$ cat config.mk
export PLATFORM = sky130hd
export DESIGN_NAME = down_timer
export DESIGN_NICKNAME = d
export VERILOG_FILES = /design/src/down_timer_pkg.sv /design/src/down_timer.sv
export SDC_FILE = /design/constraint.sdc
export NUM_CORES = 1
export LEC_CHECK = 0
export ABC_AREA = 1
export ABC_CLOCK_PERIOD_IN_PS = 2900
export BUFFER_PORTS_ARGS = -buffer_cell sky130_fd_sc_hd__buf_2
export CORE_MARGIN = 5
export CORE_UTILIZATION = 45
export DETAILED_ROUTE_END_ITERATION = 6
export HOLD_SLACK_MARGIN = 0.1
export PLACE_DENSITY = 0.7
export SETUP_SLACK_MARGIN = 0.3
export SYNTH_ARGS = -nofsm -noshare
export SYNTH_HDL_FRONTEND = slang
export SYNTH_SLANG_ARGS = --single-unit
$ cat constraint.sdc
create_clock -name clock_in -period 2.9 [get_ports clock_in]
set_input_delay 0 -clock clock_in [delete_from_list [all_inputs] [get_ports clock_in]]
set_output_delay 0 -clock clock_in [all_outputs]
set_load 0.01 [all_outputs]
$ cat src/down_timer_pkg.sv
// Package for the down timer: register offsets, control field layout, reset values.
// Assumes an 8-bit register-file port with byte addresses F0h..F3h.
package down_timer_pkg;
    localparam logic [7:0] COUNT_HIGH_ADDR = 8'hF0;
    localparam logic [7:0] COUNT_LOW_ADDR  = 8'hF1;
    localparam logic [7:0] PRESCALE_ADDR   = 8'hF2;
    localparam logic [7:0] CONTROL_ADDR    = 8'hF3;

    localparam logic [7:0] COUNT_BYTE_RESET = 8'hFF;
    localparam logic [7:0] PRESCALE_RESET   = 8'hFF;
    localparam logic [7:0] CONTROL_RESET    = 8'h14;

    localparam int RUN_BIT_POS     = 7;
    localparam int SINGLE_POS      = 6;
    localparam int IN_MODE_HI_POS  = 5;
    localparam int IN_MODE_LO_POS  = 4;
    localparam int IN_ENABLE_POS   = 3;
    localparam int IRQ_SEL_POS     = 2;
    localparam int OUT_MODE_HI_POS = 1;
    localparam int OUT_MODE_LO_POS = 0;

    // Internal clock divided by this many cycles gives the timer tick
    localparam int          TICK_DIVIDE = 4;
    localparam logic [1:0]  TICK_LAST   = 2'(TICK_DIVIDE - 1);

    typedef enum logic [1:0] {
        IN_EVENT,
        IN_GATED,
        IN_TRIGGER,
        IN_RETRIGGER
    } in_mode_e;
endpackage

$ cat src/down_timer.sv
// Standard 16-bit down timer with 8-bit prescaler behind an 8-bit register port.
// Assumes one 200 MHz clock; timer_input_pin and ext_irq_pin are asynchronous pins.
`timescale 1ns/1ps
`default_nettype none

// Summary of operation
// - Run bit starts counting, clearing halts it
// - Restart resumes, or loads constant written while stopped
// - Running: constant at end, prescaler immediately
// - Counter and prescaler bytes reset to all ones
// - Single mode stops, reloads, clears run bit
// - Continuous mode reloads and restarts each end
// - Mode select writable anytime, with run together
// - Input disabled: count internal clock divided four
// - Event mode counts input falling edges
// - Gated mode counts while pin is high
// - Triggerable mode starts on run plus falling edge
// - Retriggerable edge while running reloads constants
// - Time base variant counts oscillator clock
// - Output mode zero holds pin high
// - Square wave toggles pin at end
// - PWM copies lower mode bit at end
// - Select bit picks timer or external interrupt
// - End of count is underflow at zero
// - Count bytes write constant, read live value
// - Prescaler divides by value plus one
module down_timer #(
    parameter bit TIME_BASE_VARIANT = 1'b0
) (
    input  wire logic       clock_in,
    input  wire logic       srst_in,
    input  wire logic [7:0] reg_addr_in,
    input  wire logic [7:0] reg_wdata_in,
    input  wire logic       reg_write_in,
    input  wire logic       reg_read_in,
    output logic      [7:0] reg_rdata_out,
    input  wire logic       timer_input_pin_in,
    input  wire logic       oscillator_derived_clock_in,
    input  wire logic       ext_irq_pin_in,
    output logic            timer_output_pin_out,
    output logic            irq_channel_out
);
    import down_timer_pkg::*;

    // Software-visible registers and timer state
    logic [7:0]  const_high_q;
    logic [7:0]  const_low_q;
    logic [7:0]  prescale_q;
    logic [7:0]  control_q;
    logic [15:0] count_q;
    logic [7:0]  pre_count_q;
    logic [1:0]  tick_div_q;
    logic        pending_load_q;
    logic        armed_q;
    logic        out_q;
    logic        irq_q;
    logic [7:0]  rdata_q;
    logic [2:0]  pin_sync_q;
    logic [1:0]  irq_sync_q;
    logic [2:0]  osc_sync_q;

    // Both sources are synchronised first and selected afterwards, so the
    // variant choice never sits in front of a first flip-flop
    wire [2:0] src_sync  = TIME_BASE_VARIANT ? osc_sync_q : pin_sync_q;
    wire       pin_level = src_sync[1];
    wire       pin_fall  = src_sync[2] & ~src_sync[1];

    wire       run_bit            = control_q[RUN_BIT_POS];
    wire       single_mode        = control_q[SINGLE_POS];
    wire       input_section_enable = control_q[IN_ENABLE_POS];
    wire       irq_source_select  = control_q[IRQ_SEL_POS];
    wire       output_mode_upper  = control_q[OUT_MODE_HI_POS];
    wire       output_mode_lower  = control_q[OUT_MODE_LO_POS];
    wire [1:0] in_mode_bits       = {control_q[IN_MODE_HI_POS], control_q[IN_MODE_LO_POS]};
    wire in_mode_e in_mode        = in_mode_e'(in_mode_bits);

    // Address match shared by the write strobes
    function automatic logic reg_hit(input logic [7:0] addr, input logic [7:0] target);
        reg_hit = (addr == target);
    endfunction

    wire wr_high = reg_write_in && reg_hit(reg_addr_in, COUNT_HIGH_ADDR);
    wire wr_low  = reg_write_in && reg_hit(reg_addr_in, COUNT_LOW_ADDR);
    wire wr_pre  = reg_write_in && reg_hit(reg_addr_in, PRESCALE_ADDR);
    wire wr_ctl  = reg_write_in && reg_hit(reg_addr_in, CONTROL_ADDR);

    // Free-running divide-by-four; it does not restart with the run bit
    wire internal_tick = (tick_div_q == TICK_LAST);

    // Timer clock source by input mode
    logic src_tick;
    always_comb begin
        if (!input_section_enable) begin
            src_tick = internal_tick;
        end else begin
            case (in_mode)
                IN_EVENT:     src_tick = pin_fall;
                IN_GATED:     src_tick = internal_tick & pin_level;
                IN_TRIGGER:   src_tick = internal_tick & armed_q;
                IN_RETRIGGER: src_tick = internal_tick;
                default:      src_tick = internal_tick;
            endcase
        end
    end

    // A retrigger wins over a tick in the same cycle, so the reload is not decremented
    wire retrigger = input_section_enable && (in_mode == IN_RETRIGGER)
                     && run_bit && pin_fall;
    // No counting in the cycle that loads a pending constant
    wire counting     = run_bit && !pending_load_q;
    wire pre_terminal = (pre_count_q == 8'h00);
    wire count_tick   = counting && src_tick && pre_terminal && !retrigger;
    wire end_of_count = count_tick && (count_q == 16'h0000);
    wire [15:0] constant_val = {const_high_q, const_low_q};
    // A restart after a stopped write, or a retrigger edge, loads both constants
    wire load_constants = (run_bit && pending_load_q) || retrigger;

    // Control register: a software write wins over the single-mode auto stop
    logic [7:0] control_d;
    always_comb begin
        control_d = control_q;
        if (wr_ctl) begin
            control_d = reg_wdata_in;
        end else if (end_of_count && single_mode) begin
            control_d[RUN_BIT_POS] = 1'b0;
        end
    end

    always_ff @(posedge clock_in) begin
        if (srst_in) begin
            control_q <= CONTROL_RESET;
        end else begin
            control_q <= control_d;
        end
    end

    // Constant and prescaler registers
    always_ff @(posedge clock_in) begin
        if (srst_in) begin
            const_high_q <= COUNT_BYTE_RESET;
            const_low_q  <= COUNT_BYTE_RESET;
            prescale_q   <= PRESCALE_RESET;
        end else begin
            if (wr_high) begin
                const_high_q <= reg_wdata_in;
            end
            if (wr_low) begin
                const_low_q <= reg_wdata_in;
            end
            if (wr_pre) begin
                prescale_q <= reg_wdata_in;
            end
        end
    end

    // A constant written while stopped is loaded when the run bit is next set
    always_ff @(posedge clock_in) begin
        if (srst_in) begin
            pending_load_q <= 1'b0;
        end else if (run_bit && pending_load_q) begin
            pending_load_q <= 1'b0;
        end else if ((wr_high || wr_low) && !run_bit) begin
            pending_load_q <= 1'b1;
        end
    end

    // Triggerable mode waits for a falling edge after the run bit is set
    always_ff @(posedge clock_in) begin
        if (srst_in || !run_bit) begin
            armed_q <= 1'b0;
        end else if (pin_fall) begin
            armed_q <= 1'b1;
        end
    end

    // Internal divide-by-four tick
    always_ff @(posedge clock_in) begin
        if (srst_in) begin
            tick_div_q <= 2'h0;
        end else begin
            tick_div_q <= tick_div_q + 2'h1;
        end
    end

    // Prescaler: divides the selected tick by value plus one
    logic [7:0] pre_count_d;
    always_comb begin
        if (wr_pre) begin
            pre_count_d = reg_wdata_in;
        end else if (load_constants) begin
            pre_count_d = prescale_q;
        end else if (counting && src_tick) begin
            pre_count_d = pre_terminal ? prescale_q : pre_count_q - 8'h01;
        end else begin
            pre_count_d = pre_count_q;
        end
    end

    always_ff @(posedge clock_in) begin
        if (srst_in) begin
            pre_count_q <= PRESCALE_RESET;
        end else begin
            pre_count_q <= pre_count_d;
        end
    end

    // Down counter: a load or an underflow reload takes priority over a decrement
    logic [15:0] count_d;
    always_comb begin
        if (load_constants) begin
            count_d = constant_val;
        end else if (end_of_count) begin
            count_d = constant_val;
        end else if (count_tick) begin
            count_d = count_q - 16'h0001;
        end else begin
            count_d = count_q;
        end
    end

    always_ff @(posedge clock_in) begin
        if (srst_in) begin
            count_q <= {COUNT_BYTE_RESET, COUNT_BYTE_RESET};
        end else begin
            count_q <= count_d;
        end
    end

    // Output pin: held high while disabled so the pin is free for other uses
    logic out_d;
    always_comb begin
        if (!output_mode_upper && !output_mode_lower) begin
            out_d = 1'b1;
        end else if (end_of_count) begin
            out_d = output_mode_upper ? output_mode_lower : ~out_q;
        end else begin
            out_d = out_q;
        end
    end

    always_ff @(posedge clock_in) begin
        if (srst_in) begin
            out_q <= 1'b1;
        end else begin
            out_q <= out_d;
        end
    end

    // Interrupt channel: end-of-count pulse or external pin
    always_ff @(posedge clock_in) begin
        if (srst_in) begin
            irq_q <= 1'b0;
        end else begin
            irq_q <= irq_source_select ? irq_sync_q[1] : end_of_count;
        end
    end

    // Pin synchronisers
    always_ff @(posedge clock_in) begin
        if (srst_in) begin
            pin_sync_q <= 3'h7;
            irq_sync_q <= 2'h0;
        end else begin
            pin_sync_q <= {pin_sync_q[1:0], timer_input_pin_in};
            irq_sync_q <= {irq_sync_q[0], ext_irq_pin_in};
        end
    end

    // Oscillator line synchroniser, used only by the time-base variant
    always_ff @(posedge clock_in) begin
        if (srst_in) begin
            osc_sync_q <= 3'h7;
        end else begin
            osc_sync_q <= {osc_sync_q[1:0], oscillator_derived_clock_in};
        end
    end

    // Read data: live count, programmed prescaler, control
    // Unmapped addresses read as zero
    logic [7:0] rdata_d;
    always_comb begin
        case (reg_addr_in)
            COUNT_HIGH_ADDR: rdata_d = count_q[15:8];
            COUNT_LOW_ADDR:  rdata_d = count_q[7:0];
            PRESCALE_ADDR:   rdata_d = prescale_q;
            CONTROL_ADDR:    rdata_d = control_q;
            default:         rdata_d = 8'h00;
        endcase
    end

    always_ff @(posedge clock_in) begin
        if (srst_in) begin
            rdata_q <= 8'h00;
        end else if (reg_read_in) begin
            rdata_q <= rdata_d;
        end
    end

    assign reg_rdata_out        = rdata_q;
    assign timer_output_pin_out = out_q;
    assign irq_channel_out      = irq_q;
endmodule
`default_nettype wire

# ---- Word level (Yosys, flattened, before mapping)
# Cells that the tools add are included.
dict set report totals {
  reg_bits 75
  inputBits 23
  out_inout_bits 10
  elab_cells 77
}
dict set report classes {
  add_sub_neg 3
  eq_ne 8
  muxes 14
  bitwise_logic 5
  reduce_logical 32
}
# op n
set op_table {}
lappend op_table {{16-bit 2-to-1 mux} 3}
lappend op_table {{8-bit == test, second input constant} 4}
lappend op_table {{8-bit 2-to-1 mux} 4}
lappend op_table {{8-bit case mux with 4 select lines} 1}
lappend op_table {{1-bit logical AND} 16}
lappend op_table {{16-bit logical NOT} 1}
lappend op_table {{16-bit by 1-bit subtractor with 16-bit output, second input constant} 1}
lappend op_table {{8-bit logical NOT} 1}
lappend op_table {{8-bit by 1-bit subtractor with 8-bit output, second input constant} 1}
lappend op_table {{2-bit == test, second input constant} 3}
lappend op_table {{3-bit nonzero test} 2}
lappend op_table {{1-bit logical NOT} 5}
lappend op_table {{1-bit 2-to-1 mux} 5}
lappend op_table {{1-bit case mux with 4 select lines} 1}
lappend op_table {{2-bit OR reduction} 2}
lappend op_table {{1-bit AND} 3}
lappend op_table {{1-bit logical OR} 3}
lappend op_table {{2-bit by 1-bit adder with 2-bit output, second input constant} 1}
lappend op_table {{2-bit by 1-bit == test with 1-bit output, second input constant} 1}
lappend op_table {{2-bit logical NOT} 1}
lappend op_table {{1-bit NOT} 2}
lappend op_table {{2-bit nonzero test} 1}

# ---- Longest topological paths before layout
dict set report logic_depth {
  depth_word 11
  ltp_mapped 15
  depth_no_buf 14
}

# ---- Worst setup path after synthesis
# Ideal clock, no wire load.
dict set report synth_path {
  kind {register -> register}
  from {register control_q[5]}
  to {register count_q[10]}
  setup_time_ps 115
  arrival_time_ps 1513
  required_time_ps 2785
  slack_ps 1272
  stages_incl_launch_ff 13
  n_path_buf 1
  period_less_slack_ps 1628
  path_cell_list {dfxtp_1 -> inv_1 -> ha_1 -> nand3_1 -> nand2_1 -> nand2_1 -> nand2_1 -> nand2_1 -> nand2_2 -> nand2_4 -> buf_4 -> a21oi_1 -> nand2_1}
}
dict set report synth_via {
  elab_chain_len 9
  word_cells_on_any_way 18
  classes_between {eq/ne (3); mux (4); reduce/logical (11)}
}
# element line
set synth_lines {}
lappend synth_lines {{start, declared} down_timer.sv:49} ;# logic [7:0] control_q;
lappend synth_lines {{start signal, assigned} down_timer.sv:133} ;# control_q <= control_d;
lappend synth_lines {{2-bit == test, or another cell as far along} {down_timer.sv:96, down_timer.sv:107}}
lappend synth_lines {{1-bit case mux with 4 select lines / 1-bit logical AND (equally long branches)} {down_timer.sv:96, down_timer.sv:107}}
lappend synth_lines {{1-bit 2-to-1 mux / 1-bit logical AND (equally long branches)} {down_timer.sv:93, down_timer.sv:108}}
lappend synth_lines {{1-bit logical AND, on equally long branches} {down_timer.sv:112, down_timer.sv:108}}
lappend synth_lines {{1-bit logical AND / 1-bit logical NOT (equally long branches)} down_timer.sv:112} ;# wire count_tick = counting && src_tick && pre_terminal && !retrigger;
lappend synth_lines {{1-bit logical AND} down_timer.sv:112}
lappend synth_lines {{1-bit logical AND} down_timer.sv:113} ;# wire end_of_count = count_tick && (count_q == 16'h0000);
lappend synth_lines {{16-bit 2-to-1 mux} down_timer.sv:212} ;# end else if (end_of_count) begin
lappend synth_lines {{16-bit 2-to-1 mux} down_timer.sv:210} ;# if (load_constants) begin
lappend synth_lines {{end signal, assigned} down_timer.sv:223} ;# count_q <= {COUNT_BYTE_RESET, COUNT_BYTE_RESET};
lappend synth_lines {{end signal, assigned} down_timer.sv:225} ;# count_q <= count_d;
lappend synth_lines {{end, declared} down_timer.sv:50} ;# logic [15:0] count_q;
# Parallel ways exist; a longest one is shown, timed or not.
# A chain may end at the register's enable or synchronous reset.

# ---- Final worst setup path
dict set report layout_path {
  from {register control_q[5]}
  to {register count_q[13]}
}
# Same word-level chain as after synthesis.

==> impl_metrics.toml <==
[run_status]
outcome = "complete, no violations"

[floorplanning]
die_h_microns = 104.5
dieArea_sq_um = 10920
core_area_sq_um = 8721
start_util_pct = 46.10
die_x_microns = 104.5
io_pins = 33
rows = 34

[timing]
skew_ns = 0.007128
finalSetupTns_ns = 0
max_freq_ghz = 0.4824
fin_crit_sh_pct = 71.48
hold_viol_final = 0
maxSlewViolCount = 0
setup_viol = 0
layout_min_cycle_time_ns = 2.073
tightest_slew_ns = 0.7177
grt_setup_unrepaired = "no"
max_slew_margin_pct = 52.10

[global_route]
antenna_found_initial = 0
globalRoute.totalOverflow = 0
grt_pass1_wl_microns = 17340
track_usage_pct = 19.28
grt_max_degree = 37
grt_pass1_vias = 3527

[routing]
wirelength_microns = 10630
viasPerCell = 5.389
initialDrtViolationCount = 404
final_antenna_net_count = 0
drc = 0
num_vias = 3999
first_pass_iters = 4
wl_per_cell_microns = 14.33

[logic_synthesis]
syn_nets = 624
yosysUniqueCellTypes = 33
synth_top_cell_area_share_pct = 37.35
async_flop_share_pct = 0
avgSynthCellArea_sq_um = 6.779
synth_edf_count = 0
yosysTopAreaCell = "dfxtp_1"
yosys_warnings = 0
synth_cells = 593
ys.flop_type = "dfxtp_1"
syn_area_sq_um = 4020
synth_area_leaders = "dfxtp_1 37%, nand2_1 14%, nand3_1 9.6%, inv_1 6.9%, o21ai_0 4.7%"
synth_seq_cells = 75
seq_area_frac_synth_pct = 37.35

[critical_path]
max_stage_delay_ns = 0.33
crit_buf_inv = 2
cp-end-kind = "flop"
critical_path_arrival_ns = 2.32
crit_fanout = 17
startpoint_type = "flop"
crit_type = "flop to flop"
cpMaxStageDelayCell = "dfxtp_1"
crit_chain = "ha_1, nand2_1, nor2_1, nand2_1, nand2_2, nor2_2, inv_2, nand2_4, inv_2, nand3_1, nand2_1"
worst_path_most_repeated_cell = "nand2_1"
crit_family = "simple AND/OR/NAND/NOR gates"
worstPathRequired_ns = 3.15

[placement]
hpwl_microns = 7608
placed_cells_incl_taps = 715
numPortBuffers = 31
place.gp.congestion = 0.9364

[finish]
num_antenna_cells = 0
drive_above_1_share_pct = 12.15
nFillCells = 849
final_cell_count_no_fill = 742
finalNetCount = 660
syn_to_final_growth_pct = 13.20
most-common-layout-cells = "153 x nand2_1, 77 x nand3_1, 75 x dfxtp_1"
final_common_cell = "nand2_1"

[pwr]
peakVddDrop_uv = 257.0
p_per_area_nw_per_um2 = 451.1
leakage_nw = 2.186

[clock_network]
insertion_delay_ns = 0.35
h-tree-depth = 3
cts_buffers = 9
cts_sinks = 75
cts_tree = "built"
root_buffer = "clkbuf_8"
cts_setup_buffers = 0
clkTransAtPathRegs_ns = 0.08
cts_buffer_depth = 2

[worst_hold_path]
hp-class = "input pin to flop"

[job]
cap_violations = 0
cells in the mapped netlist, types with 4 or more instances:
cell and instances:
inv_1 74, buf_4 4, xnor2_1 4, ha_1 8
nand2_1 153, a21oi_1 34, nand4_1 5, nor2_1 41
nand2_2 4, dfxtp_1 75, xor2_1 7, inv_2 9
o21ai_0 38, clkbuf_1 7, buf_2 6, o211ai_1 19
nand3_1 77
report_power, final:
| group | leakage (nW) | internal [mW] | switching, mW |
|---|---|---|---|
| Combinational | 1.47 | 0.0333 | 0.0593 |
| Sequential | 0.608 | 1.04 | 0.00316 |
| Clock | 0.113 | 0.531 | 0.390 |
| Total | 2.19 | 1.60 | 0.452 |
what timing repair did:
action | in CTS | in global routing
gates resized for setup | 0 | 0
endpoints found under the hold margin | 46 | 0
hold buffers | 11 | 0
worst register-to-register path, stage by stage (launching register included):
cell and delay, ns:
dfxtp_1 0.33, ha_1 0.20, nand2_1 0.07, nor2_1 0.04, nand2_1 0.10, nand2_2 0.08, nor2_2 0.33, inv_2 0.18
nand2_4 0.25, inv_2 0.21, nand3_1 0.14, nand2_1 0.05
logic make-up after synthesis:
| family | after synthesis | synth area share (%) |
|---|---|---|
| buf+inv | 105 | 10.92 |
| simple gates | 300 | 33.89 |
| fa+ha+maj | 8 | 2.490 |
| compound gates | 94 | 12.95 |
| flops | 75 | 37.35 |
| xor+xnor | 11 | 2.396 |
stage by stage:
step           setup WS (ns)  power, mW  hold slack [ns]  utilization (%)  instance area (sq um)
4_1_cts               0.8501      2.069           0.1562            52.18                   4551
3_3_place_gp          0.9001      1.143           0.1835            48.31                   4213
2_1_floorplan          1.272      1.105           0.1038                -                   4020
5_1_grt               0.6771      2.107           0.1998            52.18                   4551
6_report              0.8272      2.053           0.1665            52.18                   4551
3_5_place_dp          0.8803      1.145           0.1871            48.31                   4213
state kept, by name, summed over array words and instances (netlist names):
signal,count
timer_output_pin_out,1
armed_q,1
reg_rdata_out,8
tick_div_q,2
count_q,16
const_low_q,8
irq_channel_out,1
const_high_q,8
prescale_q,8
irq_sync_q,2
control_q,8
pin_sync_q,3
pending_load_q,1
pre_count_q,8
final cells by class:
type                    count  area (sq um)  area share (%)
multi-input cells         413          2079           45.70
flip-flops and latches     75          1501           32.99
inverters                  85         319.1           7.011
repair buffers             45         287.8           6.324
clock buffers              12         155.1           3.409
well taps                 108         135.1           2.969
clock inverters             4         72.57           1.595
worst paths after layout:
| kind | slack (ns) | start | to | cells after the start |
|---|---|---|---|---|
| worst min register to register | 0.41 | irq_sync_q[0] | irq_sync_q[1] | 2 |
| worst max-delay path | 0.83 | control_q[5] | count_q[13] | 11 |
| worst min-delay path | 0.17 | srst_in | tick_div_q[0] | 2 |
| worst max register to register | 0.83 | control_q[5] | count_q[13] | 11 |
layer usage:
metal  global-route usage (%)  share of wire (%)  wire length [microns]
met1                    27.72                 47                   5024
met2                    28.60                 42                   4496
met3                    3.538                8.2                    875
met4                    7.308                2.2                    235
met5                        0                  0                      0
No activity file was read; power rests on OpenSTA's default activity.
